==> src/core/lc_defines.svh <==
/*
 * Constants of the light curtain status and test-input block: register
 * offsets, field positions, reset values and timing counts.
 * Assumes inclusion by bare name from the top module.
 */
// Functional notes
// - Link indicator: blue enabled, blinks during data
// - Beam-code indicator: purple, yellow, blue per option
// - Sender test indicator yellow only during simulation
// - Restart-lock indicator yellow while waiting for restart
// - Output indicator green both on, red off
// - Alignment indicator steady orange with no beam
// - Alignment blinks on partial, off when all aligned
// - Contactor-monitor indicator orange only when enabled
// - Test mode stops all beam emission
// - Test pin high disables test; low enables
// - Short or cross fault forces outputs off
`ifndef LC_DEFINES_SVH
`define LC_DEFINES_SVH

// Register byte offsets
`define LC_ADDR_CFG      8'h00
`define LC_ADDR_STAT     8'h04
`define LC_ADDR_IRQ_STAT 8'h08
`define LC_ADDR_IRQ_CLR  8'h0C
`define LC_ADDR_IRQ_EN   8'h10

// Configuration fields
`define LC_CFG_LINK_EN   0
`define LC_CFG_CODE_LO   1
`define LC_CFG_CODE_HI   2
`define LC_CFG_AUTO      3
`define LC_CFG_CM_EN     4
`define LC_CFG_W         5
`define LC_CFG_RESET     5'h02

// Interrupt event bits
`define LC_EV_FAULT      0
`define LC_EV_TEST       1
`define LC_EV_LOCK       2
`define LC_EV_OFF        3
`define LC_EV_W          4

// Beam-code option encodings
`define LC_CODE_ONE      2'h1
`define LC_CODE_TWO      2'h2
`define LC_CODE_THREE    2'h3

// Blink timing: half period of a 1 Hz blink
`define LC_CLK_KHZ       50000
`define LC_BLINK_HALF_MS 500

`endif

==> src/core/lc_pkg.sv <==
/*
 * Types of the light curtain status block: indicator colours and the
 * safety output state machine.
 */
package lc_pkg;

    // Indicator colour presented to the LED driver
    typedef enum logic [2:0] {
        COL_OFF    = 3'h0,
        COL_BLUE   = 3'h1,
        COL_PURPLE = 3'h2,
        COL_YELLOW = 3'h3,
        COL_GREEN  = 3'h4,
        COL_RED    = 3'h5,
        COL_ORANGE = 3'h6
    } led_color_t;

    // Safety output states, Gray along locked -> on -> off -> fault
    typedef enum logic [1:0] {
        ST_LOCKED = 2'h0,
        ST_ON     = 2'h1,
        ST_OFF    = 2'h3,
        ST_FAULT  = 2'h2
    } safety_state_t;

endpackage

==> src/core/pin_sync.sv <==
/*
 * Two-flop synchroniser for a group of pin inputs.
 * Assumes the inputs are unrelated single-bit levels.
 */
`timescale 1ns/1ps
`default_nettype none
module pin_sync #(
    parameter int W = 1
) (
    input  wire logic         core_clk,
    input  wire logic         reset_n,
    input  wire logic         ce,
    input  wire logic [W-1:0] pin_in,
    output logic      [W-1:0] pin_sync_out
);
    logic [W-1:0] meta_q;
    logic [W-1:0] meta_d;
    logic [W-1:0] sync_q;
    logic [W-1:0] sync_d;

    // Hold both stages while the clock enable is low
    always_comb begin
        meta_d = ce ? pin_in : meta_q;
        sync_d = ce ? meta_q : sync_q;
    end

    // First stage feeds only the second
    always_ff @(posedge core_clk or negedge reset_n) begin
        if (!reset_n) begin
            meta_q <= '0;
            sync_q <= '0;
        end else begin
            meta_q <= meta_d;
            sync_q <= sync_d;
        end
    end

    assign pin_sync_out = sync_q;
endmodule
`default_nettype wire

==> src/core/blink_prescaler.sv <==
/*
 * Shared blink prescaler: square wave with equal on and off halves.
 * Assumes HALF_CYC of at least one clock cycle.
 */
`timescale 1ns/1ps
`default_nettype none
module blink_prescaler #(
    parameter int HALF_CYC = 25000000
) (
    input  wire logic core_clk,
    input  wire logic reset_n,
    input  wire logic ce,
    output logic      blink_phase
);
    localparam int CW = (HALF_CYC > 1) ? $clog2(HALF_CYC) : 1;

    logic [CW-1:0] cnt_q;
    logic [CW-1:0] cnt_d;
    logic          phase_q;
    logic          phase_d;
    logic          wrap;

    // Toggle the phase every half period
    always_comb begin
        wrap    = (cnt_q == CW'(HALF_CYC - 1));
        cnt_d   = cnt_q;
        phase_d = phase_q;
        if (ce) begin
            cnt_d   = wrap ? '0 : cnt_q + CW'(1);
            phase_d = wrap ? ~phase_q : phase_q;
        end
    end

    always_ff @(posedge core_clk or negedge reset_n) begin
        if (!reset_n) begin
            cnt_q   <= '0;
            phase_q <= 1'b0;
        end else begin
            cnt_q   <= cnt_d;
            phase_q <= phase_d;
        end
    end

    assign blink_phase = phase_q;

    AST_HALF_EVEN: assert property (@(posedge core_clk) disable iff (!reset_n)
        (ce && wrap) |=> (phase_q != $past(phase_q)))
        else $error("blink phase did not toggle at wrap");
endmodule
`default_nettype wire

==> src/core/light_curtain_status_indicators.sv <==
/*
 * Status indicators, test input and safety output control of a light
 * curtain sender and receiver pair, with a small register port.
 * Assumes one clock, pins that need synchronising, and an optics front
 * end on the same clock that reports how many beams are aligned.
 */
// The register addresses and the strobed register port were decided locally.
`timescale 1ns/1ps
`default_nettype none
`include "lc_defines.svh"
module light_curtain_status_indicators
    import lc_pkg::*;
#(
    parameter int BEAM_TOTAL = 8,
    parameter int BEAM_W     = 4,
    parameter int BLINK_HALF_CYC = `LC_BLINK_HALF_MS * `LC_CLK_KHZ
) (
    input  wire logic              core_clk,
    input  wire logic              reset_n,
    input  wire logic              ce,
    input  wire logic [7:0]        addr,
    input  wire logic [31:0]       wr_data,
    input  wire logic              wr_en,
    input  wire logic              rd_en,
    output logic      [31:0]       rd_data,
    input  wire logic              test_pin,
    input  wire logic              fault_pin,
    input  wire logic              restart_pin,
    input  wire logic              link_data_active,
    input  wire logic [BEAM_W-1:0] beams_aligned,
    output logic                   beam_emit_en,
    output logic                   safety_output_a,
    output logic                   safety_output_b,
    output logic                   irq,
    output led_color_t             sender_link_led,
    output led_color_t             sender_code_led,
    output led_color_t             sender_test_led,
    output led_color_t             recv_lock_led,
    output led_color_t             recv_output_led,
    output led_color_t             recv_link_led,
    output led_color_t             recv_align_led,
    output led_color_t             recv_contactor_led,
    output led_color_t             recv_code_led
);

    ////////////////////////////////////////////////////////////////////////
    // Pin synchronisers and blink source

    logic [2:0] pins_s;
    logic       test_s;
    logic       fault_s;
    logic       restart_s;
    logic       blink_phase;

    pin_sync #(.W(3)) u_sync (
        .core_clk     (core_clk),
        .reset_n      (reset_n),
        .ce           (ce),
        .pin_in       ({restart_pin, fault_pin, test_pin}),
        .pin_sync_out (pins_s)
    );

    assign test_s    = pins_s[0];
    assign fault_s   = pins_s[1];
    assign restart_s = pins_s[2];

    blink_prescaler #(.HALF_CYC(BLINK_HALF_CYC)) u_blink (
        .core_clk    (core_clk),
        .reset_n     (reset_n),
        .ce          (ce),
        .blink_phase (blink_phase)
    );

    ////////////////////////////////////////////////////////////////////////
    // Register port

    logic [`LC_CFG_W-1:0] cfg_q;
    logic [`LC_CFG_W-1:0] cfg_d;
    logic [`LC_EV_W-1:0]  irq_stat_q;
    logic [`LC_EV_W-1:0]  irq_stat_d;
    logic [`LC_EV_W-1:0]  irq_en_q;
    logic [`LC_EV_W-1:0]  irq_en_d;
    logic [`LC_EV_W-1:0]  events;
    logic [31:0]          rd_data_q;
    logic [31:0]          rd_data_d;
    logic [31:0]          stat_word;
    logic                 link_en;
    logic [1:0]           beam_code;
    logic                 auto_restart;
    logic                 cm_en;

    assign link_en      = cfg_q[`LC_CFG_LINK_EN];
    assign beam_code    = cfg_q[`LC_CFG_CODE_HI:`LC_CFG_CODE_LO];
    assign auto_restart = cfg_q[`LC_CFG_AUTO];
    assign cm_en        = cfg_q[`LC_CFG_CM_EN];

    // Writes, sticky status and read mux; a new event beats a clear
    always_comb begin
        cfg_d      = cfg_q;
        irq_en_d   = irq_en_q;
        irq_stat_d = irq_stat_q;
        rd_data_d  = 32'h0;
        if (ce) begin
            irq_stat_d = irq_stat_q | events;
            if (wr_en) begin
                unique case (addr)
                    `LC_ADDR_CFG:     cfg_d = wr_data[`LC_CFG_W-1:0];
                    `LC_ADDR_IRQ_EN:  irq_en_d = wr_data[`LC_EV_W-1:0];
                    `LC_ADDR_IRQ_CLR: irq_stat_d = (irq_stat_q & ~wr_data[`LC_EV_W-1:0])
                                                   | events;
                    default: ;
                endcase
            end
            if (rd_en) begin
                unique case (addr)
                    `LC_ADDR_CFG:      rd_data_d = {{(32-`LC_CFG_W){1'b0}}, cfg_q};
                    `LC_ADDR_STAT:     rd_data_d = stat_word;
                    `LC_ADDR_IRQ_STAT: rd_data_d = {{(32-`LC_EV_W){1'b0}}, irq_stat_q};
                    `LC_ADDR_IRQ_EN:   rd_data_d = {{(32-`LC_EV_W){1'b0}}, irq_en_q};
                    default:           rd_data_d = 32'h0; // Unmapped and clear read zero
                endcase
            end
        end else begin
            rd_data_d = rd_data_q;
        end
    end

    always_ff @(posedge core_clk or negedge reset_n) begin
        if (!reset_n) begin
            cfg_q      <= `LC_CFG_RESET;
            irq_en_q   <= '0;
            irq_stat_q <= '0;
            rd_data_q  <= 32'h0;
        end else begin
            cfg_q      <= cfg_d;
            irq_en_q   <= irq_en_d;
            irq_stat_q <= irq_stat_d;
            rd_data_q  <= rd_data_d;
        end
    end

    assign rd_data = rd_data_q;
    assign irq     = |(irq_stat_q & irq_en_q);

    ////////////////////////////////////////////////////////////////////////
    // Test input and safety output state machine

    safety_state_t state_q;
    safety_state_t state_d;
    logic          test_active;
    logic          all_aligned;
    logic          none_aligned;
    logic          field_clear;
    logic          restart_prev_q;
    logic          restart_prev_d;
    logic          restart_rise;
    logic          test_prev_q;
    logic          test_prev_d;

    // A floating pin is pulled low, so loss of the wire also stops beams
    assign test_active  = !test_s;
    assign all_aligned  = (beams_aligned >= BEAM_W'(BEAM_TOTAL));
    assign none_aligned = (beams_aligned == '0);
    assign field_clear  = all_aligned && !test_active;
    assign restart_rise = restart_s && !restart_prev_q;

    // Next state; a fault overrides everything and holds outputs off
    always_comb begin
        state_d        = state_q;
        restart_prev_d = restart_prev_q;
        test_prev_d    = test_prev_q;
        if (ce) begin
            restart_prev_d = restart_s;
            test_prev_d    = test_active;
            if (fault_s) begin
                state_d = ST_FAULT;
            end else begin
                unique case (state_q)
                    ST_LOCKED: begin
                        if (auto_restart) begin
                            state_d = ST_OFF;
                        end else if (field_clear && restart_rise) begin
                            state_d = ST_ON;
                        end
                    end
                    ST_ON: begin
                        if (!field_clear) begin
                            state_d = auto_restart ? ST_OFF : ST_LOCKED;
                        end
                    end
                    ST_OFF: begin
                        if (!auto_restart) begin
                            state_d = ST_LOCKED;
                        end else if (field_clear) begin
                            state_d = ST_ON;
                        end
                    end
                    ST_FAULT: state_d = auto_restart ? ST_OFF : ST_LOCKED;
                endcase
            end
        end
    end

    always_ff @(posedge core_clk or negedge reset_n) begin
        if (!reset_n) begin
            state_q        <= ST_LOCKED;
            restart_prev_q <= 1'b0;
            test_prev_q    <= 1'b1; // Matches the synced pin at reset: no false test event, beams dark
        end else begin
            state_q        <= state_d;
            restart_prev_q <= restart_prev_d;
            test_prev_q    <= test_prev_d;
        end
    end

    // Both channels follow one state, so they can never disagree
    assign safety_output_a = (state_q == ST_ON);
    assign safety_output_b = (state_q == ST_ON);
    assign beam_emit_en    = !test_prev_q;

    // Interrupt events, one-cycle pulses on state entry
    always_comb begin
        events                = '0;
        events[`LC_EV_FAULT]  = fault_s && (state_q != ST_FAULT);
        events[`LC_EV_TEST]   = test_active && !test_prev_q;
        events[`LC_EV_LOCK]   = (state_d == ST_LOCKED) && (state_q != ST_LOCKED);
        events[`LC_EV_OFF]    = (state_d != ST_ON) && (state_q == ST_ON);
    end

    assign stat_word = {26'h0, blink_phase, state_q == ST_LOCKED, all_aligned,
                        fault_s, test_active, state_q == ST_ON};

    ////////////////////////////////////////////////////////////////////////
    // Indicator colours, registered for glitch-free LED drive

    led_color_t led_q [9];
    led_color_t led_d [9];
    led_color_t link_col;
    led_color_t code_col;

    always_comb begin
        link_col = !link_en ? COL_OFF :
                   (link_data_active && !blink_phase) ? COL_OFF : COL_BLUE;
        unique case (beam_code)
            `LC_CODE_ONE:   code_col = COL_PURPLE;
            `LC_CODE_TWO:   code_col = COL_YELLOW;
            `LC_CODE_THREE: code_col = COL_BLUE;
            default:        code_col = COL_OFF;
        endcase
        for (int i = 0; i < 9; i++) begin
            led_d[i] = led_q[i];
        end
        if (ce) begin
            led_d[0] = link_col;
            led_d[1] = code_col;
            led_d[2] = test_active ? COL_YELLOW : COL_OFF;
            led_d[3] = (state_q == ST_LOCKED && !auto_restart) ? COL_YELLOW : COL_OFF;
            led_d[4] = (state_q == ST_ON) ? COL_GREEN : COL_RED;
            led_d[5] = link_col;
            led_d[6] = none_aligned ? COL_ORANGE :
                       all_aligned  ? COL_OFF :
                       (blink_phase ? COL_ORANGE : COL_OFF);
            led_d[7] = cm_en ? COL_ORANGE : COL_OFF;
            led_d[8] = code_col;
        end
    end

    // Indicators come up dark until the first enabled cycle fills them
    always_ff @(posedge core_clk or negedge reset_n) begin
        if (!reset_n) begin
            for (int i = 0; i < 9; i++) begin
                led_q[i] <= COL_OFF;
            end
        end else begin
            led_q <= led_d;
        end
    end

    assign sender_link_led    = led_q[0];
    assign sender_code_led    = led_q[1];
    assign sender_test_led    = led_q[2];
    assign recv_lock_led      = led_q[3];
    assign recv_output_led    = led_q[4];
    assign recv_link_led      = led_q[5];
    assign recv_align_led     = led_q[6];
    assign recv_contactor_led = led_q[7];
    assign recv_code_led      = led_q[8];

    ////////////////////////////////////////////////////////////////////////
    // Assertions

    AST_LINK_OFF: assert property (@(posedge core_clk) disable iff (!reset_n)
        (ce && !link_en) |=> (recv_link_led == COL_OFF && sender_link_led == COL_OFF))
        else $error("link indicator lit while link disabled");
    AST_LINK_STEADY: assert property (@(posedge core_clk) disable iff (!reset_n)
        (ce && link_en && !link_data_active) |=> (recv_link_led == COL_BLUE))
        else $error("link indicator not steady blue");
    AST_CODE_TWO: assert property (@(posedge core_clk) disable iff (!reset_n)
        (ce && beam_code == `LC_CODE_TWO) |=> (sender_code_led == COL_YELLOW
                                               && recv_code_led == COL_YELLOW))
        else $error("beam-code two not yellow");
    AST_TEST_LED: assert property (@(posedge core_clk) disable iff (!reset_n)
        (ce && $stable(test_active)) |=> (sender_test_led ==
                                          ($past(test_active) ? COL_YELLOW : COL_OFF)))
        else $error("test indicator wrong");
    AST_LOCK_AUTO: assert property (@(posedge core_clk) disable iff (!reset_n)
        (ce && auto_restart) |=> (recv_lock_led == COL_OFF))
        else $error("lock indicator lit in automatic restart");
    AST_OUT_LED: assert property (@(posedge core_clk) disable iff (!reset_n)
        (ce && safety_output_a) |=> (recv_output_led == COL_GREEN))
        else $error("output indicator not green with outputs on");
    AST_ALIGN_NONE: assert property (@(posedge core_clk) disable iff (!reset_n)
        (ce && none_aligned) |=> (recv_align_led == COL_ORANGE))
        else $error("alignment not steady orange with no beam");
    AST_ALIGN_PART: assert property (@(posedge core_clk) disable iff (!reset_n)
        (ce && !none_aligned && !all_aligned)
        |=> (recv_align_led == ($past(blink_phase) ? COL_ORANGE : COL_OFF)))
        else $error("partial alignment blink wrong");
    AST_CM_LED: assert property (@(posedge core_clk) disable iff (!reset_n)
        (ce && cm_en) |=> (recv_contactor_led == COL_ORANGE))
        else $error("contactor indicator not orange");
    AST_EMIT_STOP: assert property (@(posedge core_clk) disable iff (!reset_n)
        (ce && test_active) |=> !beam_emit_en ##0 !safety_output_a)
        else $error("beams still emitted in test mode");
    AST_PIN_LOW: assert property (@(posedge core_clk) disable iff (!reset_n)
        (ce && !test_s) |=> (!safety_output_a && !safety_output_b))
        else $error("low test pin did not simulate intrusion");
    AST_FAULT_OFF: assert property (@(posedge core_clk) disable iff (!reset_n)
        (ce && fault_s) |=> (!safety_output_a && !safety_output_b))
        else $error("outputs on during fault");
endmodule
`default_nettype wire

==> config.mk <==
export PLATFORM = sky130hd
export DESIGN_NAME = light_curtain_status_indicators
export DESIGN_NICKNAME = d
export VERILOG_FILES = /design/src/core/lc_pkg.sv /design/src/core/pin_sync.sv /design/src/core/blink_prescaler.sv /design/src/core/light_curtain_status_indicators.sv
export VERILOG_INCLUDE_DIRS = /design/src /design/src/core
export SDC_FILE = /design/constraint.sdc
export NUM_CORES = 1
export LEC_CHECK = 0
export BUFFER_PORTS_ARGS = -buffer_cell sky130_fd_sc_hd__clkbuf_2
export CORE_MARGIN = 10
export CORE_UTILIZATION = 30
export DETAILED_ROUTE_END_ITERATION = 8
export PLACE_DENSITY = 0.64
export SETUP_SLACK_MARGIN = 0.05
export SYNTH_ARGS = -nofsm -noshare
export SYNTH_HDL_FRONTEND = slang
export SYNTH_SLANG_ARGS = --single-unit
==> constraint.sdc <==
create_clock -name core_clk -period 1.65 [get_ports core_clk]
set_input_delay 0.33 -clock core_clk [delete_from_list [all_inputs] [get_ports core_clk]]
set_output_delay 0.33 -clock core_clk [all_outputs]
set_load 0.005 [all_outputs]
==> run_results.csv <==
group,metric,value,unit
cts,insertion_delay,330,ps
logic_synthesis,netlist_top_cells_area,"dfrtp_1 45%, buf_4 9.9%, mux2_2 5.9%, nor2_1 3.1%, xnor2_1 2.6%",
setup_path,crit_top_cell,"buf_4",
cts,htreeDepth,3,
placement,dp_hpwl,6200,um
logic_synthesis,synth_edf_count,0,
cells_and_area,final_common_cell,"dfrtp_1",
pwr,leakagePower,2.06,nW
logic_synthesis,syn_area_per_cell,10.2,um2
global_route,grt.busiest_layer,"met2",
setup_path,cp_data_required_time,1860,ps
route,postRouteAntennaNets,0,
route,vias_per_cell,4.62,
logic_synthesis,synth-seq-cells,64,
flow_run,cap_viol_max_count,0,
global_route,gr-total-overflow,0,
cells_and_area,layout-drive-gt1-share,33.4,%
logic_synthesis,ys.flop_type,"dfrtp_1",
setup_path,crit_chain,"or4b_4, nor4_4, nand4_4, buf_4, buf_4, nand2_1, o21ai_1",
logic_synthesis,synthSimpleGateAreaFrac,16.3,%
logic_synthesis,synthXorXnorAreaFrac,4.86,%
logic_synthesis,synthArstFlopShare,100,%
global_route,antenna_found_initial,0,
logic_synthesis,synth_mux_area_share,8.25,%
placement,place.gp.congestion,0.800,
cts,numCtsBuffers,9,
global_route,grt_max_degree,65,
logic_synthesis,synth_warnings,0,
cts,cts_max_path_buffers,2,
setup_path,critPathSlowestCell,"or4b_4",
pwr,peakVddDrop,657,uV
setup_path,cp-start-kind,"flip-flop",
setup_path,crit_fanout,5,
logic_synthesis,synth_fa_ha_area_share,1.46,%
cts,clock-sinks,64,
logic_synthesis,synth.cell_area,3430,um2
global_route,gr-usage-met2,17.1,%
route,wirelength,8170,um
cells_and_area,syn2layout_area_growth,25.6,%
pwr,p_per_area,1030,nW/um2
floorplan,coreArea,11000,um2
sta,setup_ws,-264,ps
min_path,hold_class,"in -> async",
cts,path_clk_slew,50,ps
global_route,grt_pass1_vias,2744,
cts,root_buffer,"clkbuf_16",
logic_synthesis,yosysSeqAreaShare,46.8,%
logic_synthesis,ys_types,49,
setup_path,end_kind,"flip-flop",
floorplan,start_util,31.1,%
sta,finClkSkew,6.72,ps
route,dr.pass1.iters,4,
logic_synthesis,synth_compound_area_share,9.31,%
route,drtIter0Drc,128,
pwr,seqPwrFrac,40.7,%
cells_and_area,layout.nets,474,
logic_synthesis,netlist.area_leader.share,45.3,%
status,violations,"negative setup slack",
global_route,use_met1,11.2,%
floorplan,dieArea,16100,um2
sta,fin_crit_sh,116,%
placement,io_buffers,51,
sta,rsz0062_at_grt,"true",
route,vias,2599,
sta,finalSetupTns,-3860,ps
setup_path,critPathArrivalTime,2120,ps
cts,cts_tree,"yes",
floorplan,fp.dieW,127,um
placement,dp_slack,-249,ps
cells_and_area,mostFrequentLayoutCells,"62 x dfrtp_1, 51 x clkbuf_2, 37 x conb_1, 34 x buf_4, 28 x nor2_1",
sta,fmax,522,MHz
pwr,power_frac_clock,46.6,%
pwr,p_comb_share,12.7,%
sta,min_period,1910,ps
global_route,grtUsageTotal,10.3,%
cells_and_area,utilization,39.0,%
sta,fin_hold_ws,0.887,ps
logic_synthesis,netlist_instances,335,
status,status,"finished, violations left",
sta,maxSlewViolCount,0,
pwr,power,4.43,mW
logic_synthesis,synth_top_area_cell,"dfrtp_1",
setup_path,critical_path_class,"reg -> reg",
floorplan,rows,38,
pwr,power_switching,1.06,mW
route,wl_per_cell,14.5,um
pwr,switching_share,23.9,%
setup_path,critPathMaxStageDelay,550,ps
cells_and_area,n_antenna_cell,0,
floorplan,die_h,127,um
pwr,intPower,3.37,mW
logic_synthesis,synth_top_family_by_area,"simple AND/OR/NAND/NOR gates",
sta,setup-violations-final,17,
global_route,grt_pass1_wl,13600,um
route,drc,0,
floorplan,io_pins,116,
sta,hold_violations,0,
global_route,met3_usage,4.87,%
[final cells by class]
| cell class | count | area [um2] |
|---|---|---|
| Sequential cell | 64 | 1600 |
| Inverter | 17 | 63.8 |
| Clock inverter | 3 | 65.1 |
| Fill cell | 1103 | 6730 |
| Clock buffer | 13 | 260 |
| Tap cell | 140 | 175 |
| Timing Repair Buffer | 89 | 573 |
| Multi-Input combinational cell | 236 | 1560 |
[power groups by stage]
stage	Clock, mW	Sequential (mW)	Combinational [mW]
3_3_place_gp	0	1.81	0.523
5_1_grt	2.18	1.82	0.634
6_report	2.06	1.80	0.563
4_1_cts	2.11	1.79	0.551
3_5_place_dp	0	1.82	0.538
2_1_floorplan	0	1.81	0.342
[cells in the mapped netlist (all sizes together), types with 2 or more instances]
| library cell | n |
|---|---|
| dfrtp | 62 |
| buf | 46 |
| nor2 | 29 |
| nand2 | 23 |
| mux2 | 18 |
| nand3 | 18 |
| inv | 16 |
| a21oi | 11 |
| nand4 | 10 |
| xnor2 | 10 |
| o21ai | 9 |
| xor2 | 9 |
| clkbuf | 8 |
| mux2i | 8 |
| nor2b | 6 |
| o2bb2ai | 6 |
| a2bb2oi | 4 |
| ha | 4 |
| nor3 | 4 |
| nor4 | 4 |
| a22oi | 2 |
| a31oi | 2 |
| and2 | 2 |
| and3 | 2 |
| dfstp | 2 |
| o22ai | 2 |
| o31ai | 2 |
| o41ai | 2 |
[worst max-delay path, delay by kind of cell (launching register included)]
family,cells,cell delay [ps]
compound gates,1,50
buf+inv,2,290
flops,1,370
simple gates,4,1070
[stage by stage]
step	area [um2]	cells
floorplan	3560	371
global placement	3880	540
detailed placement	3880	540
CTS	4240	557
global route	4300	562
finish	4300	562
[routing by layer]
layer	wire length, um	up-vias	share of wire, %
met3	751	11	9.2
met1	3200	1256	39
met4	122	0	1.5
li1	-	1241	-
met2	4100	91	50
met5	0	-	0
[state kept, by name, summed over array words and instances, names as in the netlist]
name	count
rd_data	6
recv_output_led	2
recv_lock_led	1
sender_code_led	2
irq_en_q	4
state_q	2
recv_link_led	1
u_sync.pin_sync_out	3
u_blink.blink_phase	1
test_prev_q	1
recv_contactor_led	1
cfg_q	5
u_sync.meta_q	3
irq_stat_q	4
u_blink.cnt_q	25
sender_test_led	1
restart_prev_q	1
recv_align_led	1
[worst paths after layout]
path / start / end / slack [ps] / depth (start not counted)
worst max register to register: u_blink.cnt_q[15] / u_blink.cnt_q[6] / -260 / 7
worst min-delay path: reset_n / u_sync.meta_q[1] / 0.9 / 2
min in group core_clk: wr_data[0] / irq_stat_q[0] / 230 / 2
max in group asynchronous: reset_n / cfg_q[1] / 1330 / 2
worst min register to register: recv_output_led[2] / recv_output_led[2] / 490 / 1
worst max-delay path: u_blink.cnt_q[15] / u_blink.cnt_q[6] / -260 / 7
[what timing repair did]
action	CTS	global route
pin swaps	2	3
gates cloned	0	0
setup endpoints to repair	21	21
hold endpoints to repair	0	0
setup buffers	1	5
hold buffers	0	0
resized for setup	7	5
[cells by family (layout without fill, tap and decap cells)]
kind of cell	after synthesis	in the layout
compound gates	46	46
xor+xnor	19	19
flops	64	64
simple gates	104	104
fa+ha+maj	4	4
other cells	1	37
mux	26	26
buf+inv	71	122
Note: power is estimated with default switching activity, not from simulation.
